===== src/logic/compute_pkg.sv =====
// Shared constants and types of the fixed-point compute units.
package compute_pkg;
   localparam int DATA_W = 16;
   localparam int ADDR_W = 4;
   localparam int ACC_W = 40;
   localparam int PROD_W = 32;
   localparam int EXPO_W = 8;
   localparam int MMODE_BIT = 4;
   localparam logic [DATA_W-1:0] WORD_ZERO = 16'h0000;
   localparam logic [ACC_W-1:0] ACC_ZERO = 40'h00_0000_0000;
   localparam logic [ACC_W-1:0] ROUND_ADD = 40'h00_0000_8000;
   localparam logic [EXPO_W-1:0] EXPO_ZERO = 8'h00;

   // Unit selected by an instruction; U_NOP is the all-zero code.
   typedef enum logic [2:0] {U_NOP, U_ALU, U_MUL, U_SHIFT, U_MOVE, U_LOAD, U_STORE} unit_e;
   typedef enum logic [2:0] {A_ADD, A_ADDC, A_SUB, A_AND, A_OR, A_XOR, A_NOT, A_PASS} alu_op_e;
   typedef enum logic [1:0] {M_MUL, M_MAC, M_MSUB} mul_op_e;
   typedef enum logic [1:0] {S_LSH, S_ASH, S_EXP} shift_op_e;
   // X operand source; results bus entries plus the two shifter-only registers.
   typedef enum logic [3:0]
   {
      X_REG, X_MR_TOP, X_MR_MID, X_MR_LOW, X_SR_MID, X_SR_LOW, X_AR, X_SB, X_SE
   } src_e;
   typedef enum logic [1:0] {D_REG, D_SB, D_SE} move_dst_e;
   typedef enum logic {B_DM, B_PM} bus_e;

   // One computational or move instruction from the sequencer.
   typedef struct packed
   {
      unit_e unit;
      alu_op_e alu_op;
      mul_op_e mul_op;
      shift_op_e shift_op;
      src_e x_src;
      move_dst_e move_dst;
      bus_e bus;
      logic x_signed;
      logic y_signed;
      logic round;
      logic alt_dst;
      logic [ADDR_W-1:0] x_reg;
      logic [ADDR_W-1:0] y_reg;
      logic [ADDR_W-1:0] d_reg;
   } instr_s;

   // Arithmetic status flags.
   typedef struct packed
   {
      logic alu_zero_flag;
      logic alu_negative_flag;
      logic alu_overflow_flag;
      logic alu_carry_flag;
   } flags_s;

   typedef struct packed
   {
      logic [DATA_W-1:0] result;
      flags_s flags;
   } alu_out_s;
endpackage


===== src/logic/regfile_mem.sv =====
`timescale 1ns/1ps
// Banked data register file with registered, write-first read ports.
module regfile_mem
#(
   parameter int WIDTH = 16,
   parameter int AW = 5
)
(
   // Clock and reset.
   input wire logic ref_clk,
   input wire logic rst_n,
   // Write port.
   input wire logic we,
   input wire logic [AW-1:0] waddr,
   input wire logic [WIDTH-1:0] wdata,
   // Read ports.
   input wire logic [AW-1:0] raddr_a,
   input wire logic [AW-1:0] raddr_b,
   output logic [WIDTH-1:0] rdata_a,
   output logic [WIDTH-1:0] rdata_b
);
   logic [WIDTH-1:0] mem [2**AW];

   // Storage has no reset so it can map onto a plain memory.
   always_ff @(posedge ref_clk)
   begin
      if (we)
      begin
         mem[waddr] <= wdata;
      end
   end

   // Write-first reads: a word written at this edge is seen at once.
   always_ff @(posedge ref_clk)
   begin
      if (!rst_n)
      begin
         rdata_a <= '0;
         rdata_b <= '0;
      end
      else
      begin
         rdata_a <= (we && waddr == raddr_a) ? wdata : mem[raddr_a];
         rdata_b <= (we && waddr == raddr_b) ? wdata : mem[raddr_b];
      end
   end
endmodule


===== src/logic/fixed_point_compute_units.sv =====
`timescale 1ns/1ps
// ALU, multiplier and shifter datapath with banked registers and results bus.
// Notes on behaviour
// - Each computation finishes in one cycle.
// - MR, AR and lower SR parts feed any unit next cycle.
// - Sixteen-word banked file, memory bus ports.
// - Result registers selectable as X operand.
// - Shift result top never fed back.
// - Top parts read 16 bits, hold 8.
// - Exponent registers move only, shifter-only inputs.
// - Secondary copies of file and result registers.
// - Modes from mode word, flags to status.
// - Signed values are two's complement only.
// - Logic operations treat bits as patterns.
// - ALU strings; flags read result as signed.
// - Overflow on unexpected sign; mixed-sign add never.
// - Carry flag from unsigned carry out.
// - Multiplier operand signedness chosen per instruction.
// - Product sign-extended across 40 bits.
// - Fractional mode shifts product left once.
// - Integer mode keeps product unshifted.
// - 1.15 format spans -1 to under +1.
// - Logical shifts unsigned, arithmetic shifts signed.
// - Exponent detect reads two's complement input.
// - Lower words of multiword values unsigned.
// - Mode bit four selects multiplier format.
module fixed_point_compute_units
#(
   parameter int REGS = 16
)
(
   // Clock and reset.
   input wire logic ref_clk,
   input wire logic rst_n,
   // Instruction issue and modes.
   input compute_pkg::instr_s instr,
   input wire logic secondary_sel,
   input wire logic [compute_pkg::DATA_W-1:0] mode_status_reg,
   // Memory data buses.
   input wire logic [compute_pkg::DATA_W-1:0] pm_data_in,
   input wire logic [compute_pkg::DATA_W-1:0] dm_data_in,
   output logic [compute_pkg::DATA_W-1:0] bus_data_out,
   output logic bus_data_valid,
   output compute_pkg::bus_e bus_data_sel,
   // Results and status.
   output compute_pkg::flags_s arith_status_reg,
   output logic [compute_pkg::ACC_W-1:0] multiply_result,
   output logic [compute_pkg::ACC_W-1:0] shift_result,
   output logic [compute_pkg::DATA_W-1:0] alu_result,
   output logic [compute_pkg::DATA_W-1:0] alu_feedback,
   output logic [compute_pkg::EXPO_W-1:0] shift_exponent,
   output logic [compute_pkg::EXPO_W-1:0] shift_block_exponent
);
   import compute_pkg::*;

   instr_s ex;
   logic ex_bank, cur_bank, swap, we, add_carry;
   logic [ADDR_W:0] waddr;
   logic [DATA_W-1:0] rd_x, rd_y, x_op, y_op, wdata, move_val, alu_res;
   logic [DATA_W-1:0] next_ar, next_af, ar_alt, af_alt;
   logic [ACC_W-1:0] next_mr, next_sr, mr_alt, sr_alt, mul_full, acc;
   logic [EXPO_W-1:0] next_se, next_sb, se_alt, sb_alt;
   logic [ADDR_W-1:0] ex_dreg;
   logic [DATA_W:0] add_chk;
   logic signed [PROD_W-1:0] prod_chk;
   flags_s next_flags;
   alu_out_s alu_out;

   if (REGS != 2**ADDR_W)
   begin : g_check
      $error("REGS must match the register address width");
   end

   ////////////////////////////////////////////////////////////////////////////
   // ALU with flags: sixteen-bit strings, flags read the result as signed.
   function automatic alu_out_s alu_calc(alu_op_e op, logic [DATA_W-1:0] x,
      logic [DATA_W-1:0] y, logic cin);
      alu_out_s o;
      logic [DATA_W:0] sum;
      o = '0;
      sum = '0;
      unique case (op)
         A_ADD: sum = {1'b0, x} + {1'b0, y};
         // carry chaining: upper words add with the carry in from the unsigned lower words.
         A_ADDC: sum = {1'b0, x} + {1'b0, y} + {{DATA_W{1'b0}}, cin};
         A_SUB: sum = {1'b0, x} + {1'b0, ~y} + 17'h0_0001;
         A_AND: sum = {1'b0, x & y};
         A_OR: sum = {1'b0, x | y};
         A_XOR: sum = {1'b0, x ^ y};
         A_NOT: sum = {1'b0, ~x};
         A_PASS: sum = {1'b0, x};
      endcase
      o.result = sum[DATA_W-1:0];
      o.flags.alu_zero_flag = (o.result == WORD_ZERO);
      o.flags.alu_negative_flag = o.result[DATA_W-1];
      // overflow by signs: same-sign add or mixed-sign subtract only.
      if (op == A_ADD || op == A_ADDC)
      begin
         o.flags.alu_overflow_flag = (x[DATA_W-1] == y[DATA_W-1]) &&
            (o.result[DATA_W-1] != x[DATA_W-1]);
         o.flags.alu_carry_flag = sum[DATA_W];
      end
      else if (op == A_SUB)
      begin
         o.flags.alu_overflow_flag = (x[DATA_W-1] != y[DATA_W-1]) &&
            (o.result[DATA_W-1] != x[DATA_W-1]);
         o.flags.alu_carry_flag = sum[DATA_W];
      end
      return o;
   endfunction

   // per-instruction signedness; each operand gets a seventeenth bit.
   function automatic logic [ACC_W-1:0] mul_calc(logic [DATA_W-1:0] x,
      logic [DATA_W-1:0] y, logic xs, logic ys, logic frac);
      logic signed [DATA_W:0] sx;
      logic signed [DATA_W:0] sy;
      logic signed [2*DATA_W+1:0] p;
      logic [ACC_W-1:0] e;
      sx = signed'({xs & x[DATA_W-1], x});
      sy = signed'({ys & y[DATA_W-1], y});
      p = sx * sy;
      // sign extension of the 32-bit product.
      e = {{(ACC_W-PROD_W){p[PROD_W-1]}}, p[PROD_W-1:0]};
      return frac ? {e[ACC_W-2:0], 1'b0} : e;
   endfunction

   // exponent detect: negated count of redundant sign bits.
   function automatic logic [EXPO_W-1:0] exp_detect(logic [DATA_W-1:0] x);
      logic [EXPO_W-1:0] n;
      logic run;
      n = EXPO_ZERO;
      run = 1'b1;
      for (int i = DATA_W - 2; i >= 0; i--)
      begin
         run = run & (x[i] == x[DATA_W-1]);
         n = n + {{(EXPO_W-1){1'b0}}, run};
      end
      return EXPO_ZERO - n;
   endfunction

   // shifts: positive amount shifts left, negative shifts right.
   function automatic logic [ACC_W-1:0] shift_calc(logic [DATA_W-1:0] x,
      logic [EXPO_W-1:0] se, logic arith);
      logic signed [ACC_W-1:0] v;
      logic [EXPO_W-1:0] mag;
      v = arith ? ACC_W'(signed'(x)) : {{(ACC_W-DATA_W){1'b0}}, x};
      mag = se[EXPO_W-1] ? EXPO_ZERO - se : se;
      if (!se[EXPO_W-1])
      begin
         return v << mag;
      end
      return arith ? v >>> mag : v >> mag;
   endfunction

   ////////////////////////////////////////////////////////////////////////////
   // banked data file; bank bit on top so both banks share one array.
   regfile_mem #(.WIDTH(DATA_W), .AW(ADDR_W + 1)) u_regs
   (
      .ref_clk(ref_clk),
      .rst_n(rst_n),
      .we(we),
      .waddr(waddr),
      .wdata(wdata),
      .raddr_a({secondary_sel, instr.x_reg}),
      .raddr_b({secondary_sel, instr.y_reg}),
      .rdata_a(rd_x),
      .rdata_b(rd_y)
   );

   // Instruction enters execution while its file operands are being read.
   always_ff @(posedge ref_clk)
   begin
      if (!rst_n)
      begin
         ex <= instr_s'('0);
         ex_bank <= 1'b0;
      end
      else
      begin
         ex <= instr;
         ex_bank <= secondary_sel;
      end
   end

   ////////////////////////////////////////////////////////////////////////////
   // next-cycle result feedback.
   // results bus X selection; no entry exists for the shift result top.
   always_comb
   begin
      y_op = rd_y;
      unique case (ex.x_src)
         // top parts read back as 16 bits, sign-extended from 8.
         X_MR_TOP: x_op = {{(DATA_W-EXPO_W){multiply_result[ACC_W-1]}},
            multiply_result[ACC_W-1:PROD_W]};
         X_MR_MID: x_op = multiply_result[PROD_W-1:DATA_W];
         X_MR_LOW: x_op = multiply_result[DATA_W-1:0];
         X_SR_MID: x_op = shift_result[PROD_W-1:DATA_W];
         X_SR_LOW: x_op = shift_result[DATA_W-1:0];
         X_AR: x_op = alu_result;
         // exponent registers never reach a unit operand.
         default: x_op = rd_x;
      endcase
   end

   // moves from the exponent registers into the data file.
   always_comb
   begin
      unique case (ex.x_src)
         X_SB: move_val = {{(DATA_W-EXPO_W){shift_block_exponent[EXPO_W-1]}},
            shift_block_exponent};
         X_SE: move_val = {{(DATA_W-EXPO_W){shift_exponent[EXPO_W-1]}}, shift_exponent};
         default: move_val = x_op;
      endcase
   end

   // File writes: moves and memory loads land at the end of the cycle.
   assign we = (ex.unit == U_LOAD) || (ex.unit == U_MOVE && ex.move_dst == D_REG);
   assign waddr = {ex_bank, ex.d_reg};
   assign wdata = (ex.unit != U_LOAD) ? move_val : (ex.bus == B_PM) ? pm_data_in : dm_data_in;

   ////////////////////////////////////////////////////////////////////////////
   // single-cycle units: all results form combinationally this cycle.
   always_comb
   begin
      next_mr = multiply_result;
      next_sr = shift_result;
      next_ar = alu_result;
      next_af = alu_feedback;
      next_se = shift_exponent;
      next_sb = shift_block_exponent;
      next_flags = arith_status_reg;
      alu_out = alu_calc(ex.alu_op, x_op, y_op, arith_status_reg.alu_carry_flag);
      // format bit: zero is fractional 1.15, one is integer 16.0.
      // 1.15 operands get the fractional adjustment.
      mul_full = mul_calc(x_op, y_op, ex.x_signed, ex.y_signed,
         !mode_status_reg[MMODE_BIT]);
      acc = ex.alt_dst ? shift_result : multiply_result;
      unique case (ex.unit)
         U_ALU:
         begin
            if (ex.alt_dst)
            begin
               next_af = alu_out.result;
            end
            else
            begin
               next_ar = alu_out.result;
            end
            next_flags = alu_out.flags;
         end
         U_MUL:
         begin
            unique case (ex.mul_op)
               M_MUL: acc = mul_full;
               M_MAC: acc = acc + mul_full;
               default: acc = acc - mul_full;
            endcase
            if (ex.round)
            begin
               acc = acc + ROUND_ADD;
            end
            if (ex.alt_dst)
            begin
               next_sr = acc;
            end
            else
            begin
               next_mr = acc;
            end
         end
         U_SHIFT:
         begin
            if (ex.shift_op == S_EXP)
            begin
               next_se = exp_detect(x_op);
            end
            else
            begin
               next_sr = shift_calc(x_op, shift_exponent, ex.shift_op == S_ASH);
            end
         end
         U_MOVE:
         begin
            if (ex.move_dst == D_SB)
            begin
               next_sb = x_op[EXPO_W-1:0];
            end
            else if (ex.move_dst == D_SE)
            begin
               next_se = x_op[EXPO_W-1:0];
            end
         end
         default:
         begin
         end
      endcase
   end

   ////////////////////////////////////////////////////////////////////////////
   // bank swap one cycle after the file bank, so in-flight results stay put.
   assign swap = (ex_bank != cur_bank);

   // result registers update at the end of the execution cycle.
   always_ff @(posedge ref_clk)
   begin
      if (!rst_n)
      begin
         cur_bank <= 1'b0;
         multiply_result <= ACC_ZERO;
         shift_result <= ACC_ZERO;
         alu_result <= WORD_ZERO;
         alu_feedback <= WORD_ZERO;
         shift_exponent <= EXPO_ZERO;
         shift_block_exponent <= EXPO_ZERO;
         mr_alt <= ACC_ZERO;
         sr_alt <= ACC_ZERO;
         ar_alt <= WORD_ZERO;
         af_alt <= WORD_ZERO;
         se_alt <= EXPO_ZERO;
         sb_alt <= EXPO_ZERO;
      end
      else if (swap)
      begin
         cur_bank <= ex_bank;
         multiply_result <= mr_alt;
         shift_result <= sr_alt;
         alu_result <= ar_alt;
         alu_feedback <= af_alt;
         shift_exponent <= se_alt;
         shift_block_exponent <= sb_alt;
         mr_alt <= next_mr;
         sr_alt <= next_sr;
         ar_alt <= next_ar;
         af_alt <= next_af;
         se_alt <= next_se;
         sb_alt <= next_sb;
      end
      else
      begin
         multiply_result <= next_mr;
         shift_result <= next_sr;
         alu_result <= next_ar;
         alu_feedback <= next_af;
         shift_exponent <= next_se;
         shift_block_exponent <= next_sb;
      end
   end

   // Status flags and the store path to the memory buses.
   always_ff @(posedge ref_clk)
   begin
      if (!rst_n)
      begin
         arith_status_reg <= '0;
         bus_data_out <= WORD_ZERO;
         bus_data_valid <= 1'b0;
         bus_data_sel <= B_DM;
      end
      else
      begin
         arith_status_reg <= next_flags;
         bus_data_valid <= (ex.unit == U_STORE);
         if (ex.unit == U_STORE)
         begin
            bus_data_out <= rd_x;
            bus_data_sel <= ex.bus;
         end
      end
   end

   ////////////////////////////////////////////////////////////////////////////
   // Checking helpers; the add and product references are independent of the datapath functions.
   assign add_chk = {1'b0, x_op} + {1'b0, y_op};
   assign add_carry = add_chk[DATA_W];
   assign prod_chk = $signed(x_op) * $signed(y_op);
   assign alu_res = alu_out.result;
   assign ex_dreg = ex.d_reg;
endmodule


===== config.mk =====
export PLATFORM = sky130hd
export DESIGN_NAME = fixed_point_compute_units
export DESIGN_NICKNAME = d
export VERILOG_FILES = /design/src/logic/compute_pkg.sv /design/src/logic/regfile_mem.sv /design/src/logic/fixed_point_compute_units.sv
export SDC_FILE = /design/constraint.sdc
export NUM_CORES = 2
export LEC_CHECK = 0
export ABC_AREA = 1
export BUFFER_PORTS_ARGS = -buffer_cell sky130_fd_sc_hd__clkbuf_2
export CORE_ASPECT_RATIO = 1.5
export CORE_UTILIZATION = 60
export DETAILED_ROUTE_END_ITERATION = 8
export PLACE_DENSITY = 0.83
export RECOVER_POWER = 50
export REMOVE_ABC_BUFFERS = 1
export SLEW_MARGIN = 40
export SYNTH_ARGS = -nofsm -noshare
export SYNTH_HDL_FRONTEND = slang
export SYNTH_SLANG_ARGS = --single-unit

===== constraint.sdc =====
create_clock -name ref_clk -period 13.25 [get_ports ref_clk]
set_input_delay 3.3125 -clock ref_clk [delete_from_list [all_inputs] [get_ports ref_clk]]
set_output_delay 3.3125 -clock ref_clk [all_outputs]
set_load 0.005 [all_outputs]

## Word level (Yosys, flattened, before mapping)

Memories as Yosys holds them, arrays and structs flattened. A register that Yosys moved wholly into a read port is not among the register bits.
Cells that the tools add are included.

| operators by class | value |
|---|---|
| $add $sub $neg | 23 |
| $mul | 1 |
| divide/modulo/power cells | 0 |
| magnitude comparators | 0 |
| eq/ne operators | 46 |
| shift operators | 3 |
| mux-type cells | 43 |
| bitwise operators | 21 |
| reductions and logical operators | 11 |

Operators by type and width:

| operator | count |
|---|---|
| $mux W40 | 13 |
| $pmux W40 S2 | 2 |
| $pmux W17 S8 | 1 |
| $mux W16 | 8 |
| $pmux W16 S6 | 1 |
| $mux W8 | 8 |
| $add A8 B1 Y8 | 7 |
| $add A40 B16 Y40 const B | 1 |
| $add A40 B40 Y40 | 1 |
| $shl A40 B8 Y40 | 1 |
| $shr A40 B8 Y40 | 1 |
| $sshr A40 B8 Y40 | 1 |
| $sub A40 B40 Y40 | 1 |
| $add A16 B16 Y17 | 2 |
| $mul A17 B17 Y32 | 1 |
| $mux W32 | 1 |
| $not A16 Y16 | 2 |
| $pmux W16 S2 | 1 |
| $eq A3 B3 Y1 const B | 7 |
| $add A17 B1 Y17 | 1 |
| $add A17 B1 Y17 const B | 1 |
| $and A1 B1 Y1 | 16 |
| $and A16 B16 Y16 | 1 |
| $eq A1 B1 Y1 | 16 |
| 29 further kinds | 53 |

| storage, ports and cells | value |
|---|---|
| bits in registers | 305 |
| latch bits | 0 |
| RAM bits | 512 |
| ROM bits | 0 |
| output and inout port bits | 150 |
| memories kept | 1 |

Memories:

| memory | words | width | read ports | clocked after Yosys merged registers in | wr ports | line | text |
|---|---|---|---|---|---|---|---|
| u_regs.mem | 32 | 16 | 2 | 2 | 1 | regfile_mem.sv:22 | `logic [WIDTH-1:0] mem [2**AW];` |

## Longest topological paths before layout

| logic depth | value |
|---|---|
| depth in word-level cells | 22 |
| depth in mapped cells | 72 |

## Cells and area by module

From an unflattened synthesis, not the netlist that was laid out.

| second synthesis, totals | value |
|---|---|
| cells, all modules | 8858 |
| area, all modules | 64122.7 µm² |

By module, submodules not included:

| module | times used | cells each | area an instance (µm²) | sequential area each (µm²) |
|---|---|---|---|---|
| fixed_point_compute_units | 1 | 5801 | 36776.5 | 6105.9 |
| regfile_mem | 1 | 3057 | 27346.2 | 16015.4 |

## Least setup slack after synthesis

OpenSTA, ideal clock, no wires.

| path | value |
|---|---|
| path type | reg-to-reg |
| start point | reg ex[22] (netlist name) |
| end point | reg shift_result[35] (netlist name) |
| setup time | 0.128 ns |
| arrival time | 9.400 ns |
| data required time | 13.122 ns |
| slack | 3.722 ns |
| stages on the path, launching flop included | 62 |
| clock period less this slack | 9.528 ns |
| path through | dfxtp_1 -> nor2_4 -> nand2_1 -> nand2_4 -> buf_2 -> or2_2 -> nand2_2 -> clkbuf_1 -> clkinv_1 -> nand2_1 -> fa_1 -> fa_1 -> fa_1 -> fa_1 -> inv_1 -> fa_1 -> inv_1 -> fa_1 -> [... 26 more ...] -> inv_1 -> nor2_1 -> nor2_1 -> nand2_1 -> nand2_1 -> nand2_1 -> nand2_1 -> a21o_1 -> nand3_1 -> nand3_1 -> nor2_4 -> nand2_1 -> nor2_1 -> a21oi_2 -> nand2_1 -> nand2_1 -> o21ai_1 -> a21oi_1 |

| on the way | value |
|---|---|
| longest elaborated chain between the ends | 13 |
| elaborated cells on any way between the ends | 27 |
| classes of those cells | add/sub (3); mul (1); eq/ne (6); shift (3); mux (13); bitwise (1) |

Ends and longest elaborated chain:

| element | line | text |
|---|---|---|
| start, declared | fixed_point_compute_units.sv:56 | `instr_s ex;` |
| start signal, assigned | fixed_point_compute_units.sv:175 | `ex <= instr_s'('0);` |
| start signal, assigned | fixed_point_compute_units.sv:180 | `ex <= instr;` |
| $eq A4 B3 Y1 (tied with other cells) | fixed_point_compute_units.sv:191 | `unique case (ex.x_src)` |
| $pmux W16 S6 * | fixed_point_compute_units.sv:191 |  |
| $and A1 B1 Y1 | fixed_point_compute_units.sv:119 | `sx = signed'({xs & x[DATA_W-1], x});` |
| $mul A17 B17 Y32 | fixed_point_compute_units.sv:121 | `p = sx * sy;` |
| $mux W32 | fixed_point_compute_units.sv:124 | `return frac ? {e[ACC_W-2:0], 1'b0} : e;` |
| $sub A40 B40 Y40 or $add A40 B40 Y40 (tied branches) | fixed_point_compute_units.sv:256, fixed_point_compute_units.sv:255 |  |
| $pmux W40 S2 | fixed_point_compute_units.sv:253 | `unique case (ex.mul_op)` |
| $mux W40 | fixed_point_compute_units.sv:238 | `unique case (ex.unit)` |
| $add A40 B16 Y40 | fixed_point_compute_units.sv:260 | `acc = acc + ROUND_ADD;` |
| $mux W40 | fixed_point_compute_units.sv:258 | `if (ex.round)` |
| $mux W40 | fixed_point_compute_units.sv:262 | `if (ex.alt_dst)` |
| $pmux W40 S2 * | fixed_point_compute_units.sv:238 |  |
| $mux W40 * | fixed_point_compute_units.sv:322 | `else if (swap)` |
| end signal, assigned | fixed_point_compute_units.sv:326 | `shift_result <= sr_alt;` |
| end signal, assigned | fixed_point_compute_units.sv:341 | `shift_result <= next_sr;` |
| end, declared | fixed_point_compute_units.sv:48 | `output logic [compute_pkg::ACC_W-1:0] shift_result,` |

Mark *: on every way between the ends. The rest lies on a longest branch, timed or not. The select of a mux whose other input is x is not followed.
A chain may end at the register's enable or synchronous reset.

## Final worst setup path

| path | value |
|---|---|
| start point | reg ex[22] (netlist name) |
| end point | reg sr_alt[37] |

| on the way | value |
|---|---|
| longest elaborated chain between the ends | 12 |
| elaborated cells on any way between the ends | 26 |
| classes of those cells | add/sub (3); mul (1); eq/ne (6); shift (3); mux (12); bitwise (1) |

Ends and longest elaborated chain:

| element | line | text |
|---|---|---|
| $eq A4 B3 Y1 (tied with other cells) | fixed_point_compute_units.sv:191 |  |
| $pmux W16 S6 * | fixed_point_compute_units.sv:191 |  |
| $and A1 B1 Y1 | fixed_point_compute_units.sv:119 |  |
| $mul A17 B17 Y32 | fixed_point_compute_units.sv:121 |  |
| $mux W32 | fixed_point_compute_units.sv:124 |  |
| $sub A40 B40 Y40 or $add A40 B40 Y40 (tied branches) | fixed_point_compute_units.sv:256, fixed_point_compute_units.sv:255 |  |
| $pmux W40 S2 | fixed_point_compute_units.sv:253 |  |
| $mux W40 | fixed_point_compute_units.sv:238 |  |
| $add A40 B16 Y40 | fixed_point_compute_units.sv:260 |  |
| $mux W40 | fixed_point_compute_units.sv:258 |  |
| $mux W40 | fixed_point_compute_units.sv:262 |  |
| $pmux W40 S2 * | fixed_point_compute_units.sv:238 |  |
| end signal, assigned | fixed_point_compute_units.sv:332 | `sr_alt <= next_sr;` |
| end, declared | fixed_point_compute_units.sv:61 | `logic [ACC_W-1:0] next_mr, next_sr, mr_alt, sr_alt, mul_full, acc;` |

Marks and branches as above.

==> impl_metrics.json <==
{
  "status": "finished with violations",
  "violations": "design-rule violations, max-capacitance violations, max-slew violations",
  "critPathKind": "reg2reg",
  "die-height_um": 396.7,
  "place_congestion": 1.057,
  "synth-seq-cells": 849,
  "postRouteAntennaNets": 0,
  "post-cts-setup-buffers": 0,
  "grt-ovfl-total": 0,
  "netlist.area_leader.share_pct": 24.67,
  "critPathRequiredTime_ps": 13940,
  "yosysSeqAreaShare_pct": 35.50,
  "vias": 62100,
  "cts-root-buf": "clkbuf_16",
  "synth_area_per_cell_um2": 7.844,
  "slew_violations": 606,
  "io_pins": 234,
  "rsz0062_at_grt": "false",
  "drive_above_1_share_pct": 8.021,
  "grt_util_all_layers_pct": 49.65,
  "max_freq_ghz": 0.08266,
  "p_leak_nw": 29.72,
  "top_register": "u_regs.mem",
  "cts-resized-gates": 0,
  "slowest_stage": "fa_1",
  "wl_um": 263900,
  "synth_largest_area_cell": "edfxtp_1",
  "numCtsBuffers": 80,
  "drtIter0Drc": 8177,
  "port-buffer-count": 218,
  "final.setup.tns_ps": 0,
  "via_per_inst": 6.611,
  "drc": 3,
  "grt_max_degree": 122,
  "syn_to_final_growth_pct": 8.178,
  "ir_drop_uv": 146.1,
  "cp.arrival_ps": 12790,
  "hold_buffers": 0,
  "synth-async-reset-ratio_pct": 0,
  "top_layer": "met5",
  "yosys-top-cells-area": "edfxtp_1, dfxtp_1, nand2_1, fa_1, o21ai_0",
  "ys_warn_count": 0,
  "path_max_fanout": 11,
  "core-area_um2": 102900,
  "critPathMaxStageDelay_ps": 610,
  "synth_edf_count": 512,
  "power_density_nw_per_um2": 179.6,
  "tightest_slew_ps": 3326,
  "synthCells": 7944,
  "cap_violations": 30,
  "grt_first_pass_wirelength_um": 381200,
  "hold_violations": 0,
  "grt_pass1_vias": 59410,
  "hold_path_class": "reg2reg",
  "end_kind": "register",
  "final.period_utilization_pct": 91.31,
  "path_clk_slew_ps": 60,
  "fin_nets": 8488,
  "fin_skew_ps": 68.93,
  "numClockSinks": 849,
  "die_area_um2": 105200,
  "rows": 144,
  "finalPower_mw": 12.10,
  "die_width_um": 265.1,
  "finalCriticalPeriod_ps": 12100,
  "drtPass1Iterations": 9,
  "maxSlewHeadroom_pct": -121.7,
  "clk_latency_ps": 750,
  "wl_met3_um": 31490,
  "h-tree-depth": 3,
  "synth_cell_types": 65,
  "syn_area_um2": 62320,
  "fillCellCount": 8613,
  "drt-met1-wl_um": 82540,
  "finalSetupViolations": 0,
  "dp_hpwl_um": 189700,
  "path_common_cell": "nand2_1",
  "multi_input_area_um2": 35020,
  "cts_tree": "done",
  "start_kind": "register",
  "clock_path_buffers": 3,
  "register_area_um2": 22120,
  "antenna_found_initial": 24,
  "wl_met2_um": 116400,
  "start_util_pct": 60.57,
  "synth_flop_cell": "edfxtp_1",
  "largest_reg_flops": 512,
  "avgRoutedWirePerCell_um": 28.10
}
## area by class of cell
cell class | instances | area share [%]
Tap cell | 1387 | 2.574
Multi-Input combinational cell | 5669 | 51.95
Clock inverter | 46 | 0.7424
Inverter | 955 | 5.336
Sequential cell | 849 | 32.82
Antenna cell | 14 | 0.05197
Timing Repair Buffer | 371 | 3.239
Clock buffer | 102 | 3.291
## critical path: cells and delay by family, from the launching register on
family,cells,cell delay (ps)
fa+ha+maj,8,3820
buf+inv,11,1430
compound gates,5,830
xor+xnor,2,530
simple gates,33,4970
flops,1,430
## synth_stat cells (all sizes together) (73+ instances only)
| master | instances |
|---|---|
| nor2 | 721 |
| o211ai | 76 |
| nand4 | 98 |
| buf | 80 |
| inv | 938 |
| edfxtp | 512 |
| o221ai | 178 |
| mux2i | 172 |
| ha | 187 |
| a32o | 73 |
| o21ai | 850 |
| nand3 | 368 |
| a21oi | 465 |
| nand2 | 1727 |
| clkbuf | 391 |
| fa | 291 |
| o21bai | 73 |
| dfxtp | 337 |
## final timing paths
check	start	endpoint	slack (ps)	cells after the start
max	ex[22]	sr_alt[37]	1150	59
min	arith_status_reg[3]	arith_status_reg[3]	490	2
max reg2reg	ex[22]	sr_alt[37]	1150	59
min reg2reg	arith_status_reg[3]	arith_status_reg[3]	490	2
## cells by family after synthesis
group,share of synthesized area (%)
and+or+nand+nor,19.98
AOI/OAI and AO/OA,18.57
buffers and inverters,8.662
DFF,35.50
adders and majority gates,13.10
muxes,2.763
xor gates and xnor gates,1.420
## per-layer routing
layer | up-vias | GRT usage [%]
met5 | - | 0.09320
met4 | 18 | 50.45
met1 | 28980 | 52.52
met2 | 4607 | 77.41
li1 | 26870 | -
met3 | 1623 | 14.69
## where the power goes
group	internal, mW	switching [mW]
Clock	1.30	1.12
Combinational	1.90	4.68
Sequential	2.95	0.147
## layout by cell type, fill, tap and decap left out, drive strengths merged, types with 14 or more instances in the layout
cell    Yosys  final
or2        24     24
nand2    1727   1727
a32oi      58     58
edfxtp    512    512
mux2i     172    172
o211ai     76     76
a21oi     465    465
fa        291    291
diode       0     14
o21bai     73     73
xor2       72     72
nand4      98     98
a32o       73     73
o22ai      22     22
o21ai     850    850
xnor2      29     29
a31oi      26     26
inv       938    942
dfxtp     337    337
a211oi     17     17
o221ai    178    178
nor2      721    721
clkinv     17     52
nand3     368    368
clkbuf    391    354
nor3       40     40
ha        187    187
buf        80    119
## per-stage QoR
step | util [%] | hold slack, ps | instance area (um^2) | setup slack, ps | instances
floorplan | - | 461.8 | 60500 | 3119 | 7473
global placement | 62.95 | 470.3 | 64760 | 1530 | 9227
detailed placement | 63.01 | 477.2 | 64820 | 1519 | 9228
finish | 65.53 | 486.8 | 67410 | 1152 | 9393
global route | 65.50 | 498.3 | 67380 | 522.2 | 9381
CTS | 65.65 | 486.8 | 67540 | 1489 | 9376
No activity file was read; power rests on OpenSTA's default activity.
